**src/logic/bct_pkg.sv**
```systemverilog
// Package for the branch condition and return timing block.
// Assumes a single 200 MHz core clock; opcodes arrive one byte per cycle.
package bct_pkg;

  // ----------------------------------------
  // Opcodes
  // ----------------------------------------
  localparam logic [7:0] OP_JCC_BASE   = 8'h70; // 0111_cccc, one displacement byte
  localparam logic [7:0] OP_LOOP_NZ    = 8'hE0;
  localparam logic [7:0] OP_LOOP_Z     = 8'hE1;
  localparam logic [7:0] OP_LOOP       = 8'hE2;
  localparam logic [7:0] OP_JCOUNT_Z   = 8'hE3;
  localparam logic [7:0] OP_EXIT_NEAR_I = 8'hC2;
  localparam logic [7:0] OP_EXIT_NEAR   = 8'hC3;
  localparam logic [7:0] OP_EXIT_FAR_I  = 8'hCA;
  localparam logic [7:0] OP_EXIT_FAR    = 8'hCB;

  // ----------------------------------------
  // Cycle counts
  // ----------------------------------------
  localparam logic [4:0] CYC_JCC_TAKEN  = 5'h08;
  localparam logic [4:0] CYC_JCC_NOT    = 5'h04;
  localparam logic [4:0] CYC_LOOP_TAKEN = 5'h09;
  localparam logic [4:0] CYC_LOOP_NOT   = 5'h05;
  localparam logic [4:0] CYC_LOOPC_TAKEN = 5'h0B;
  localparam logic [4:0] CYC_EXIT_NEAR_I = 5'h0C;
  localparam logic [4:0] CYC_EXIT_FAR_I  = 5'h11;
  localparam logic [4:0] CYC_EXIT_NEAR   = 5'h08;
  localparam logic [4:0] CYC_EXIT_FAR    = 5'h12;

  // Status flags presented by the core
  typedef struct packed {
    logic overflow_flag;
    logic sign_flag;
    logic zero_flag;
    logic parity_flag;
    logic carry_flag;
  } bct_flags_type;

  // Result of one control-transfer instruction
  typedef struct packed {
    logic        taken;
    logic        is_return;
    logic        far_return;
    logic [15:0] target;     // next ip for jumps, stack adjust for returns
    logic [15:0] count;      // updated count_register
    logic [4:0]  cycles;
  } bct_result_type;

endpackage

```
**src/logic/bct_branch_unit.sv**
```systemverilog
// Decode, condition test and cycle timing of the control-transfer group.
// Assumes bytes are presented with byte_valid, one per cycle, opcode first.
// Functional notes
// [RULE_01] Flag-tested jumps: 8 clocks taken, 4 clocks not taken.
// [RULE_02] Plain loop and count-zero jump: 9 taken, 5 not taken.
// [RULE_03] Loop-while-zero and loop-while-nonzero: 11 taken, 5 not taken.
// [RULE_04] Byte 0111_1100 is jump_less, followed by one displacement byte.
// [RULE_05] jump_less when sign differs from overflow; greater_equal when equal.
// [RULE_06] jump_less_equal on zero or sign/overflow differ; jump_greater otherwise.
// [RULE_07] jump_below on carry set; jump_above_equal on carry clear.
// [RULE_08] jump_below_equal on carry or zero; jump_above when both clear.
// [RULE_09] jump_equal on zero set; jump_not_equal on zero clear.
// [RULE_10] jump_parity_even on parity set; jump_parity_odd on parity clear.
// [RULE_11] Above/below compare unsigned; greater/less compare signed.
// [RULE_12] Near exit C2: immediate low byte first added to stack, 12 clocks.
// [RULE_13] Far exit CA: pops offset and segment, adds immediate, 17 clocks.
// [RULE_14] Plain near exit 8 clocks, plain far exit 18, no stack adjust.
// [RULE_15] Overflow and sign jumps test those flags set or clear.
// [RULE_16] Flags untouched; taken target is next ip plus sign-extended displacement.
module bct_branch_unit
(
  // Clock and reset
  input  wire logic                    clk,
  input  wire logic                    rst,
  // Instruction byte stream
  input  wire logic                    byte_valid,
  input  wire logic [7:0]              byte_data,
  input  wire logic [15:0]             ip_base,
  // Core state
  input  wire bct_pkg::bct_flags_type  flags,
  input  wire logic [15:0]             count_in,
  // Result
  output logic                         done_r,
  output bct_pkg::bct_result_type      result_r,
  output logic                         illegal_r
);

  typedef enum logic [1:0] {S_OPCODE, S_DISP, S_IMM_LO, S_IMM_HI} bct_state_type;

  bct_state_type state_r;
  logic [7:0]    op_r;
  logic [7:0]    imm_lo_r;

  // ----------------------------------------
  // Condition test for 0111_cccc jumps
  // ----------------------------------------
  // Low bit inverts the sense, as in every pair of the group
  function automatic logic jcc_test(input logic [3:0] cc, input bct_pkg::bct_flags_type f);
    logic base;
    base = 1'b0;
    case (cc[3:1])
      3'h0: base = f.overflow_flag;                                 // RULE_15
      3'h1: base = f.carry_flag;                                    // RULE_07
      3'h2: base = f.zero_flag;                                     // RULE_09
      3'h3: base = f.carry_flag | f.zero_flag;                      // RULE_08
      3'h4: base = f.sign_flag;                                     // RULE_15
      3'h5: base = f.parity_flag;                                   // RULE_10
      3'h6: base = f.sign_flag ^ f.overflow_flag;                   // RULE_05
      default: base = (f.sign_flag ^ f.overflow_flag) | f.zero_flag; // RULE_06
    endcase
    return base ^ cc[0]; // RULE_11
  endfunction

  // Next ip after a two-byte branch plus sign-extended displacement
  function automatic logic [15:0] rel_target(input logic [15:0] ip, input logic [7:0] d);
    return 16'(ip + 16'h0002 + {{8{d[7]}}, d}); // RULE_16
  endfunction

  logic [15:0] count_dec;
  logic        loop_go;
  logic        jcc_go;
  assign count_dec = 16'(count_in - 16'h0001);
  assign jcc_go    = jcc_test(op_r[3:0], flags);

  // Loop decision; zero_flag only read, never written
  always_comb
  begin
    case (op_r)
      bct_pkg::OP_LOOP_NZ: loop_go = (count_dec != 16'h0000) & ~flags.zero_flag; // RULE_03
      bct_pkg::OP_LOOP_Z:  loop_go = (count_dec != 16'h0000) & flags.zero_flag;  // RULE_03
      bct_pkg::OP_LOOP:    loop_go = (count_dec != 16'h0000);                    // RULE_02
      default:             loop_go = (count_in == 16'h0000);                     // RULE_02
    endcase
  end

  // ----------------------------------------
  // Sequencer
  // ----------------------------------------
  always_ff @(posedge clk)
  begin
    if (rst)
    begin
      state_r   <= S_OPCODE;
      op_r      <= 8'h00;
      imm_lo_r  <= 8'h00;
      done_r    <= 1'b0;
      illegal_r <= 1'b0;
      result_r  <= '0;
    end
    else
    begin
      done_r    <= 1'b0;
      illegal_r <= 1'b0;
      if (byte_valid)
      begin
        case (state_r)
          S_OPCODE:
          begin
            op_r <= byte_data;
            if (byte_data[7:4] == 4'h7 || (byte_data >= bct_pkg::OP_LOOP_NZ
                && byte_data <= bct_pkg::OP_JCOUNT_Z))
              state_r <= S_DISP; // RULE_04
            else if (byte_data == bct_pkg::OP_EXIT_NEAR_I || byte_data == bct_pkg::OP_EXIT_FAR_I)
              state_r <= S_IMM_LO;
            else if (byte_data == bct_pkg::OP_EXIT_NEAR || byte_data == bct_pkg::OP_EXIT_FAR)
            begin
              done_r              <= 1'b1;
              result_r            <= '0;
              result_r.taken      <= 1'b1;
              result_r.is_return  <= 1'b1;
              result_r.far_return <= byte_data[3];
              result_r.count      <= count_in;
              result_r.cycles     <= byte_data[3] ? bct_pkg::CYC_EXIT_FAR
                                                  : bct_pkg::CYC_EXIT_NEAR; // RULE_14
            end
            else
              illegal_r <= 1'b1;
          end
          S_DISP:
          begin
            state_r         <= S_OPCODE;
            done_r          <= 1'b1;
            result_r        <= '0;
            result_r.count  <= count_in;
            if (op_r[7:4] == 4'h7)
            begin
              result_r.taken  <= jcc_go;
              result_r.target <= jcc_go ? rel_target(ip_base, byte_data) : 16'(ip_base + 16'h0002);
              result_r.cycles <= jcc_go ? bct_pkg::CYC_JCC_TAKEN
                                        : bct_pkg::CYC_JCC_NOT; // RULE_01
            end
            else
            begin
              if (op_r != bct_pkg::OP_JCOUNT_Z)
                result_r.count <= count_dec;
              result_r.taken  <= loop_go;
              result_r.target <= loop_go ? rel_target(ip_base, byte_data)
                                         : 16'(ip_base + 16'h0002);
              if (!loop_go)
                result_r.cycles <= bct_pkg::CYC_LOOP_NOT; // RULE_02
              else if (op_r == bct_pkg::OP_LOOP_NZ || op_r == bct_pkg::OP_LOOP_Z)
                result_r.cycles <= bct_pkg::CYC_LOOPC_TAKEN; // RULE_03
              else
                result_r.cycles <= bct_pkg::CYC_LOOP_TAKEN; // RULE_02
            end
          end
          S_IMM_LO:
          begin
            imm_lo_r <= byte_data; // RULE_12
            state_r  <= S_IMM_HI;
          end
          default:
          begin
            state_r             <= S_OPCODE;
            done_r              <= 1'b1;
            result_r            <= '0;
            result_r.taken      <= 1'b1;
            result_r.is_return  <= 1'b1;
            result_r.far_return <= op_r[3];
            result_r.count      <= count_in;
            result_r.target     <= {byte_data, imm_lo_r}; // RULE_13
            result_r.cycles     <= op_r[3] ? bct_pkg::CYC_EXIT_FAR_I
                                           : bct_pkg::CYC_EXIT_NEAR_I; // RULE_12
          end
        endcase
      end
    end
  end
endmodule

```
**config.mk**
```make
export PLATFORM = sky130hd
export DESIGN_NAME = bct_branch_unit
export DESIGN_NICKNAME = d
export VERILOG_FILES = /design/src/logic/bct_pkg.sv /design/src/logic/bct_branch_unit.sv
export SDC_FILE = /design/constraint.sdc
export NUM_CORES = 1
export LEC_CHECK = 0
export ABC_AREA = 1
export BUFFER_PORTS_ARGS = -buffer_cell sky130_fd_sc_hd__buf_2
export CORE_ASPECT_RATIO = 2
export CORE_UTILIZATION = 43
export CTS_CLUSTER_SIZE = 16
export DETAILED_ROUTE_END_ITERATION = 12
export PLACE_DENSITY = 0.63
export SYNTH_ARGS = -nofsm -noshare
export SYNTH_HDL_FRONTEND = slang
export SYNTH_SLANG_ARGS = --single-unit
```
**constraint.sdc**
```tcl
create_clock -name clk -period 5.2 [get_ports clk]
set_input_delay 0 -clock clk [delete_from_list [all_inputs] [get_ports clk]]
set_output_delay 0 -clock clk [all_outputs]
set_load 0.02 [all_outputs]
```
==> results of run 1 <==
==> timing repair <==
item	in CTS	in global routing
hold buffers	4	0
endpoints found under the hold margin	4	0
gates resized for setup	0	0
==> cell usage in the layout (no fill, tap or decap), drive strengths merged, types with 2 or more instances in the layout <==
cell	count
a21o	2
a21oi	62
a311oi	5
a31oi	5
buf	92
clkbuf	12
clkinv	2
clkinvlp	2
dfxtp	59
dlygate4sd3	4
ha	18
inv	105
nand2	155
nand3	62
nand3b	2
nand4	16
nor2	64
nor3	19
nor4	2
o211ai	6
o21ai	65
o41ai	2
xnor2	12
xor2	18
==> per-layer routing <==
layer  share of wire, %  vias up  wire length [um]  global-route usage, %
met5                  0        -                 0                      0
met4                4.1        0               591                   13.4
met3                2.9       34               426                   2.98
met2                 57      140              8290                   53.6
met1                 36     2346              5200                   25.3
li1                   -     2499                 -                      -
==> cells by family (layout without fill, tap and decap cells) <==
logic type | after synthesis | after routing
compound gates | 151 | 151
xor+xnor | 30 | 30
fa+ha+maj | 19 | 19
buf+inv | 132 | 217
flops | 59 | 59
simple gates | 320 | 320
==> synth_stat cells, types with 2 or more instances <==
master    count  area (um^2)
nand3_2       6         60.1
xor2_1       16          140
a21o_1        2         15.0
nand4_1      16          100
nand2_4       3         33.8
nor2_2        9         56.3
a21oi_2       3         26.3
o41ai_1       2         17.5
ha_1         18          225
buf_2         5         25.0
a21oi_1      59          295
nor2_4        3         33.8
buf_4         2         15.0
clkbuf_1     13         48.8
a31oi_1       5         31.3
o21ai_1       2         10.0
inv_2         2         7.51
nand3_4       2         35.0
dfxtp_1      59         1180
o21ai_0      62          310
inv_1       103          387
xnor2_1      12          105
buf_6         2         22.5
nand3_1      54          270
nand2_1     147          552
nand2_2       5         31.3
nand3b_1      2         15.0
a311oi_1      5         43.8
nor2_1       51          191
o211ai_1      6         45.0
clkbuf_8      3         41.3
nor3_1       19         95.1
==> worst min-delay path by stage <==
stage                      startpoint                       end  slack (ps)  cells past startpoint
after global placement     byte_valid   state_r[1]$_SDFFE_PP0P_         310                      3
after detailed placement   byte_valid   state_r[1]$_SDFFE_PP0P_         310                      3
after CTS                 count_in[4]  result_r[9]$_SDFFE_PP0P_           3                      3
final                     count_in[4]  result_r[9]$_SDFFE_PP0P_       -0.02                      3
after global routing              rst         done_r$_SDFF_PP0_          10                      2
after floorplan                   rst  result_r[7]$_SDFFE_PP0P_          80                      1
==> flip-flops by register name, indices dropped and copies added (netlist names) <==
name and count:
done_r 1, state_r 2, result_r 39, illegal_r 1, op_r 8, imm_lo_r 8
==> final cells by class <==
class	count	area, um^2
fill	1132	5050
multi-input combinational	520	2890
sequential	59	1180
timing repair buffer	96	508
inverter	105	394
clock buffer	12	256
tap	137	171
clock inverter	4	25.0
==> power by group <==
group	total (W)	switching [W]	internal [W]	leakage, nW
combinational	0.000281	0.000185	0.0000963	2.05
clock	0.000556	0.000210	0.000346	0.135
sequential	0.000472	0.00000802	0.000464	0.478
total	0.00131	0.000403	0.000906	2.66
==> stage by stage <==
stage	util (%)	hold WS, ps	power, W
floorplan	-	78.0	0.000665
global placement	48.7	308	0.000749
detailed placement	48.7	308	0.000756
CTS	51.8	2.90	0.00131
global route	51.8	12.2	0.00137
finish	51.8	-0.0180	0.00131
==> worst register-to-register path, cell delays in order, from the launching register on <==
cell	delay [ps]
dfxtp_1	570
nor2_4	640
inv_1	180
nor2_1	260
inv_1	100
nor2_1	110
buf_4	250
inv_1	230
o21ai_0	380
a21oi_1	120
==> flow_metrics.env, run 1 <==
export IMPL_status="finished, violations left"
export IMPL_violations="negative hold slack"
export IMPL_synth_seq_area_share_pct=25.5
export IMPL_antenna_cells=0
export IMPL_synth_compound_area_share_pct=18.0
export IMPL_place_inst=913
export IMPL_rr_endpoint="result_r[14]$_SDFFE_PP0P_"
export IMPL_crit_chain="nor2_4, inv_1, nor2_1, inv_1, nor2_1, buf_4, inv_1, o21ai_0, a21oi_1"
export IMPL_finalSetupViolCount=0
export IMPL_synth_xor_area_share_pct=6.25
export IMPL_period_needed_ps=2990
export IMPL_grt_pass1_wl_um=22800
export IMPL_start_util_pct=44.2
export IMPL_cp_arrival_ps=3180
export IMPL_path_clk_slew_ps=50
export IMPL_die_y_um=149
export IMPL_period_share_pct=57.5
export IMPL_nNetsFinal=858
export IMPL_drv_cap=0
export IMPL_grt_max_degree=57
export IMPL_criticalPathCategory="flip-flop to flip-flop"
export IMPL_peakVddDrop_mv=0.162
export IMPL_critPathMaxStageDelay_ps=640
export IMPL_drv_slew=0
export IMPL_reg2reg_depth=9
export IMPL_dieArea_um2=11200
export IMPL_ys_seq_elements=59
export IMPL_drc=0
export IMPL_finClkSkew_ps=3.16
export IMPL_rsz0062_at_grt="no"
export IMPL_min_path_type="input port to flip-flop"
export IMPL_worst_slack_ps=2210
export IMPL_crit_fanout=26
export IMPL_fin_cells=933
export IMPL_cts_tree="done"
export IMPL_synth_edff_count=0
export IMPL_clk_path_buf_depth=2
export IMPL_vias_per_cell=5.38
export IMPL_synthArstFlopShare_pct=0
export IMPL_numCtsBuffers=9
export IMPL_tightest_slew_ps=1250
export IMPL_drive_gt1_share_pct=18.2
export IMPL_cp_depth=9
export IMPL_place_hpwl_um=11100
export IMPL_htree_levels=3
export IMPL_worstReg2RegStart="state_r[1]$_SDFFE_PP0P_"
export IMPL_avgRoutedWirePerCell_um=15.5
export IMPL_place_congestion=0.909
export IMPL_antenna_found_initial=0
export IMPL_worst_setup_path_start_kind="flip-flop"
export IMPL_drt_iter0_drc=212
export IMPL_syn_num_nets=778
export IMPL_cp_common_cell="inv_1"
export IMPL_die_x_um=75.4
export IMPL_ys_warn_count=0
export IMPL_numClockSinks=59
export IMPL_yosysUniqueCellTypes=45
export IMPL_path_delay_family="simple AND/OR/NAND/NOR gates"
export IMPL_vias=5019
export IMPL_max_freq_mhz=334
export IMPL_synthAdderAreaFrac_pct=5.30
export IMPL_synth_ff_type="dfxtp_1"
export IMPL_hold_slack_ps=-0.0180
export IMPL_power_leakage_nw=2.66
export IMPL_pre_cts_ws_ps=2150
export IMPL_num_io_pins=90
export IMPL_relSlewSlack_pct=16.6
export IMPL_syn_area_um2=4630
export IMPL_cts_root_buf="clkbuf_16"
export IMPL_grtUsageTotal_pct=27.0
export IMPL_power_density_nw_per_um2=241
export IMPL_r2r_slack_ps=2210
export IMPL_portBuffers=89
export IMPL_crit_required_ps=5390
export IMPL_first_global_vias=4798
export IMPL_avgSynthCellArea_um2=6.51
export IMPL_routed_wl_um=14500
export IMPL_first_pass_iters=7
export IMPL_hold_viol=1
export IMPL_synthMuxAreaShare_pct=0
export IMPL_final_area_um2=5420
export IMPL_path_buf_inv=4
export IMPL_worstSkewPairLatency_ps=330
export IMPL_rows=53
export IMPL_end_kind="flip-flop"
export IMPL_startpoint="state_r[1]$_SDFFE_PP0P_"
export IMPL_coreArea_um2=10500
export IMPL_placed_cell_area_um2=5100
export IMPL_cp_slowest_cell="nor2_4"
export IMPL_post_cts_buffers=0
export IMPL_synth_simple_gate_area_share_pct=32.7
export IMPL_grt_remaining_overflow=0
export IMPL_synth_top_family_by_area="simple AND/OR/NAND/NOR gates"
export IMPL_drtAntennaViolNets=0
export IMPL_area_growth_pct=17.2
export IMPL_setup_tns_ps=0
export IMPL_syn_inst=711
export IMPL_setup_worst_path_end="result_r[14]$_SDFFE_PP0P_"
(Power assumes the default switching activity.)
==> run 2: changes to the inputs <==
--- a/config.mk
+++ b/config.mk
@@ -11,7 +11,7 @@
 export CORE_UTILIZATION = 43
 export CTS_CLUSTER_SIZE = 16
 export DETAILED_ROUTE_END_ITERATION = 12
-export PLACE_DENSITY = 0.63
+export PLACE_DENSITY = 0.65
 export SYNTH_ARGS = -nofsm -noshare
 export SYNTH_HDL_FRONTEND = slang
 export SYNTH_SLANG_ARGS = --single-unit
==> constraint.sdc (replaced) <==
create_clock -name clk -period 2.6 [get_ports clk]
set_input_delay 0 -clock clk [delete_from_list [all_inputs] [get_ports clk]]
set_output_delay 0 -clock clk [all_outputs]
set_load 0.02 [all_outputs]
==> flow_metrics.env, run 2 (synthesis gave the netlist of run 1 again) <==
export IMPL_vias_per_cell=5.23
export IMPL_path_clk_slew_ps=60
export IMPL_worstSkewPairLatency_ps=340
export IMPL_post_cts_buffers=0
export IMPL_placed_cell_area_um2=5470
export IMPL_start_util_pct=44.2
export IMPL_routed_wl_um=14600
export IMPL_first_global_vias=5080
export IMPL_grt_remaining_overflow=0
export IMPL_num_io_pins=90
export IMPL_numCtsBuffers=9
export IMPL_place_hpwl_um=11500
export IMPL_hold_slack_ps=-3.37
export IMPL_status="finished, violations left"
export IMPL_final_area_um2=5860
export IMPL_reg_largest_list="result_r x39, imm_lo_r x8, op_r x8"
export IMPL_largest_reg_flops=39
export IMPL_cp_arrival_ps=2610
export IMPL_drc=0
export IMPL_rows=53
export IMPL_period_share_pct=89.3
export IMPL_final_common_cell="nand2_1"
export IMPL_mostFrequentLayoutCells="147 x nand2_1, 103 x inv_1, 89 x buf_2"
export IMPL_dieArea_um2=11200
export IMPL_area_growth_pct=26.7
export IMPL_regMostFlops="result_r"
export IMPL_coreArea_um2=10500
export IMPL_grt_pass1_wl_um=23300
export IMPL_die_x_um=75.4
export IMPL_finClkSkew_ps=9.71
export IMPL_cts_root_buf="clkbuf_16"
export IMPL_final_util_pct=55.9
export IMPL_grt_max_degree=57
export IMPL_nNetsFinal=907
export IMPL_drv_slew=0
export IMPL_peakVddDrop_mv=0.392
export IMPL_period_needed_ps=2320
export IMPL_tightest_slew_ps=621
export IMPL_clk_path_buf_depth=2
export IMPL_crit_required_ps=2880
export IMPL_worst_setup_path_start_kind="input port"
export IMPL_drv_cap=0
export IMPL_drt_iter0_drc=194
export IMPL_antenna_found_initial=0
export IMPL_violations="negative hold slack"
export IMPL_power_leakage_nw=2.92
export IMPL_finalSetupViolCount=0
export IMPL_drive_gt1_share_pct=23.7
export IMPL_setup_tns_ps=0
export IMPL_crit_fanout=3
export IMPL_end_kind="flip-flop"
export IMPL_drtAntennaViolNets=0
export IMPL_criticalPathCategory="input port to flip-flop"
export IMPL_cts_tree="done"
export IMPL_numClockSinks=59
export IMPL_first_pass_iters=5
export IMPL_hold_viol=1
export IMPL_relSlewSlack_pct=58.1
export IMPL_die_y_um=149
export IMPL_vias=5139
export IMPL_grtUsageTotal_pct=27.6
export IMPL_portBuffers=89
export IMPL_place_congestion=0.976
export IMPL_antenna_cells=0
export IMPL_avgRoutedWirePerCell_um=14.8
export IMPL_power_density_nw_per_um2=489
export IMPL_min_path_type="input port to flip-flop"
export IMPL_max_freq_mhz=431
export IMPL_rsz0062_at_grt="yes"
export IMPL_htree_levels=3
-- run 2: what timing repair did --
action | CTS | global route
endpoints found under the hold margin | 4 | 0
gates resized for setup | 0 | 9
hold buffers | 4 | 0
setup endpoints to repair | 0 | 3
-- run 2: per-stage QoR --
stage	total power, W	hold slack [ps]	instances	setup slack (ps)
after floorplan	0.00133	78.0	711	371
after global placement	0.00158	315	962	-107
after detailed placement	0.00159	326	962	-169
after CTS	0.00287	1.34	982	181
after global routing	0.00300	8.17	982	-16.2
final	0.00286	-3.37	982	278
-- run 2: power breakdown --
part / internal [W] / switching [W]
Combinational: 0.000260 / 0.000381
Clock: 0.000840 / 0.000441
Sequential: 0.000927 / 0.0000164
-- run 2: worst paths after layout --
check                           depth (start not counted)  slack (ps)                         to                startpoint
worst max-delay path                                   18         280  result_r[32]$_SDFFE_PP0P_                ip_base[1]
worst min register to register                          2         450   imm_lo_r[5]$_SDFFE_PP0P_  imm_lo_r[5]$_SDFFE_PP0P_
worst min-delay path                                    2          -3          done_r$_SDFF_PP0_                       rst
worst max register to register                         14         510  result_r[39]$_SDFFE_PP0P_      op_r[3]$_SDFFE_PP0P_
-- run 2: worst max-delay path: stages --
cell	delay, ps
buf_2	110
inv_1	60
nor2_2	140
buf_4	120
xor2_1	170
inv_1	60
ha_1	310
nand2_1	60
inv_1	60
a21oi_1	80
o21ai_0	510
nand2_1	190
o21ai_0	240
xor2_1	160
nand4_1	100
nand3_1	120
nand2_1	60
inv_1	40
-- run 2: layout make-up --
cell class / instances / area [um^2]
multi-input cells: 520 / 2920
clock buffers: 10 / 229
repair buffers: 145 / 876
fillers: 1084 / 4620
well taps: 137 / 171
inverters: 105 / 394
flip-flops and latches: 59 / 1180
clock inverters: 6 / 90.1
-- run 2: per-layer routing --
| metal | wire [um] | vias to the layer above | global-route usage (%) |
|---|---|---|---|
| met5 | 0 | - | 0 |
| met2 | 8270 | 158 | 54.7 |
| met1 | 5110 | 2329 | 25.5 |
| li1 | - | 2603 | - |
| met3 | 497 | 49 | 3.52 |
| met4 | 695 | 0 | 14.1 |
==> run 3: changes to the inputs <==
--- a/config.mk
+++ b/config.mk
@@ -8,10 +8,10 @@
 export ABC_AREA = 1
 export BUFFER_PORTS_ARGS = -buffer_cell sky130_fd_sc_hd__buf_2
 export CORE_ASPECT_RATIO = 2
-export CORE_UTILIZATION = 43
+export CORE_UTILIZATION = 51
 export CTS_CLUSTER_SIZE = 16
 export DETAILED_ROUTE_END_ITERATION = 12
-export PLACE_DENSITY = 0.65
+export PLACE_DENSITY = 0.76
 export SYNTH_ARGS = -nofsm -noshare
 export SYNTH_HDL_FRONTEND = slang
 export SYNTH_SLANG_ARGS = --single-unit
==> flow_metrics.env, run 3 (synthesis gave the netlist of run 1 again) <==
export IMPL_final_util_pct=66.0
export IMPL_die_y_um=137
export IMPL_grt_pass1_wl_um=23300
export IMPL_tightest_slew_ps=528
export IMPL_cp_arrival_ps=2560
export IMPL_largest_reg_flops=39
export IMPL_numCtsBuffers=9
export IMPL_whs_path_depth=3
export IMPL_p_seq_share_pct=32.8
export IMPL_place_hpwl_um=11400
export IMPL_place_congestion=0.969
export IMPL_grt_remaining_overflow=0
export IMPL_drt_iter0_drc=289
export IMPL_hold_slack_ps=19.9
export IMPL_grtUsageTotal_pct=31.3
export IMPL_power_density_nw_per_um2=500
export IMPL_coreArea_um2=8710
export IMPL_regMostFlops="result_r"
export IMPL_area_growth_pct=24.3
export IMPL_drtAntennaViolNets=0
export IMPL_max_freq_mhz=428
export IMPL_hold_viol=0
export IMPL_place_inst=918
export IMPL_worst_setup_path_start_kind="input port"
export IMPL_peakVddDrop_mv=0.339
export IMPL_power_leakage_nw=2.89
export IMPL_antenna_found_initial=0
export IMPL_start_util_pct=53.1
export IMPL_reg_largest_list="result_r x39, imm_lo_r x8, op_r x8"
export IMPL_internal_power_w=0.00207
export IMPL_rows=48
export IMPL_vias_per_cell=5.51
export IMPL_pwr_share_comb_pct=22.0
export IMPL_crit_fanout=4
export IMPL_period_needed_ps=2340
export IMPL_path_clk_slew_ps=50
export IMPL_drc=0
export IMPL_final_common_cell="nand2_1"
export IMPL_finalSetupViolCount=0
export IMPL_switchingPower_w=0.000808
export IMPL_die_x_um=69.4
export IMPL_dieArea_um2=9480
export IMPL_crit_required_ps=2820
export IMPL_clk_path_buf_depth=2
export IMPL_htree_levels=3
export IMPL_fin_cells=938
export IMPL_swShare_pct=28.1
export IMPL_status="finished clean"
export IMPL_worstSkewPairLatency_ps=330
export IMPL_criticalPathCategory="input port to flip-flop"
export IMPL_nNetsFinal=900
export IMPL_numClockSinks=59
export IMPL_routed_wl_um=14400
export IMPL_rsz0062_at_grt="yes"
export IMPL_first_pass_iters=5
export IMPL_cts_root_buf="clkbuf_16"
export IMPL_reg2reg_depth=12
export IMPL_portBuffers=89
export IMPL_num_io_pins=90
export IMPL_drv_slew=0
export IMPL_relSlewSlack_pct=64.8
export IMPL_drv_cap=0
export IMPL_antenna_cells=0
export IMPL_end_kind="flip-flop"
export IMPL_avgRoutedWirePerCell_um=15.4
export IMPL_power_share_clock_pct=45.2
export IMPL_mostFrequentLayoutCells="147 x nand2_1, 103 x inv_1, 89 x buf_2"
export IMPL_finClkSkew_ps=2.69
export IMPL_period_share_pct=89.9
export IMPL_grt_max_degree=57
export IMPL_first_global_vias=5241
export IMPL_min_path_type="input port to flip-flop"
export IMPL_vias=5173
export IMPL_drive_gt1_share_pct=22.7
export IMPL_cts_tree="done"
[run 3: power by group through the flow]
stage	clock network (W)	logic, W	registers [W]
2_1_floorplan	0	0.000359	0.000972
3_3_place_gp	0	0.000599	0.000960
3_5_place_dp	0	0.000619	0.000961
4_1_cts	0.00132	0.000628	0.000942
5_1_grt	0.00135	0.000703	0.000944
6_report	0.00130	0.000633	0.000943
[run 3: repair_timing]
item                       4_1_cts  5_1_grt
setup endpoints to repair        0        3
hold endpoints to repair         4        0
gates resized for setup          0        3
setup buffers                    0        0
hold buffers                     4        0
[run 3: stage by stage]
| stage | TNS, ps | area [um^2] | setup slack [ps] | power (W) |
|---|---|---|---|---|
| floorplan | 0 | 4630 | 371 | 0.00133 |
| global placement | 0 | 5370 | 17.8 | 0.00156 |
| detailed placement | -318 | 5370 | -158 | 0.00158 |
| CTS | 0 | 5740 | 199 | 0.00289 |
| global route | -36.0 | 5750 | -27.8 | 0.00300 |
| finish | 0 | 5750 | 262 | 0.00288 |
[run 3: per-layer routing]
layer	share of wire (%)	GRT usage [%]	wire length [um]	vias up
met4	5.8	22.1	830	0
met5	0	0	0	-
met2	56	62.9	8130	195
li1	-	-	-	2579
met1	34	27.1	4880	2343
met3	4.1	4.86	586	56
[run 3: final cells by class]
cell class,instances,area [um^2]
Sequential cell,59,1180
Fill cell,819,2960
Clock inverter,4,72.6
Multi-Input combinational cell,520,2900
Clock buffer,12,256
Inverter,105,394
Timing Repair Buffer,138,823
Tap cell,100,125
[run 3: worst paths after layout]
path,from,slack [ps],endpoint
worst max register to register,op_r[1]$_SDFFE_PP0P_,570,result_r[28]$_SDFFE_PP0P_
worst max-delay path,ip_base[1],260,result_r[35]$_SDFFE_PP0P_
worst min-delay path,count_in[5],20,result_r[10]$_SDFFE_PP0P_
worst min register to register,imm_lo_r[7]$_SDFFE_PP0P_,450,imm_lo_r[7]$_SDFFE_PP0P_
[run 3: worst max-delay path: stages]
cell      delay (ps)
buf_2            110
ha_1             190
nand3_1          120
nor2_2           160
nand2_1          110
nor2_2           140
xor2_1           240
ha_1             320
a21oi_1          150
a21boi_0         190
nand3_1          150
nand2_1           80
inv_1             30
o21ai_0          200
nand2_1           80
nand2_1           60
nand4_1           80
nand2_1          100
a21oi_2           50
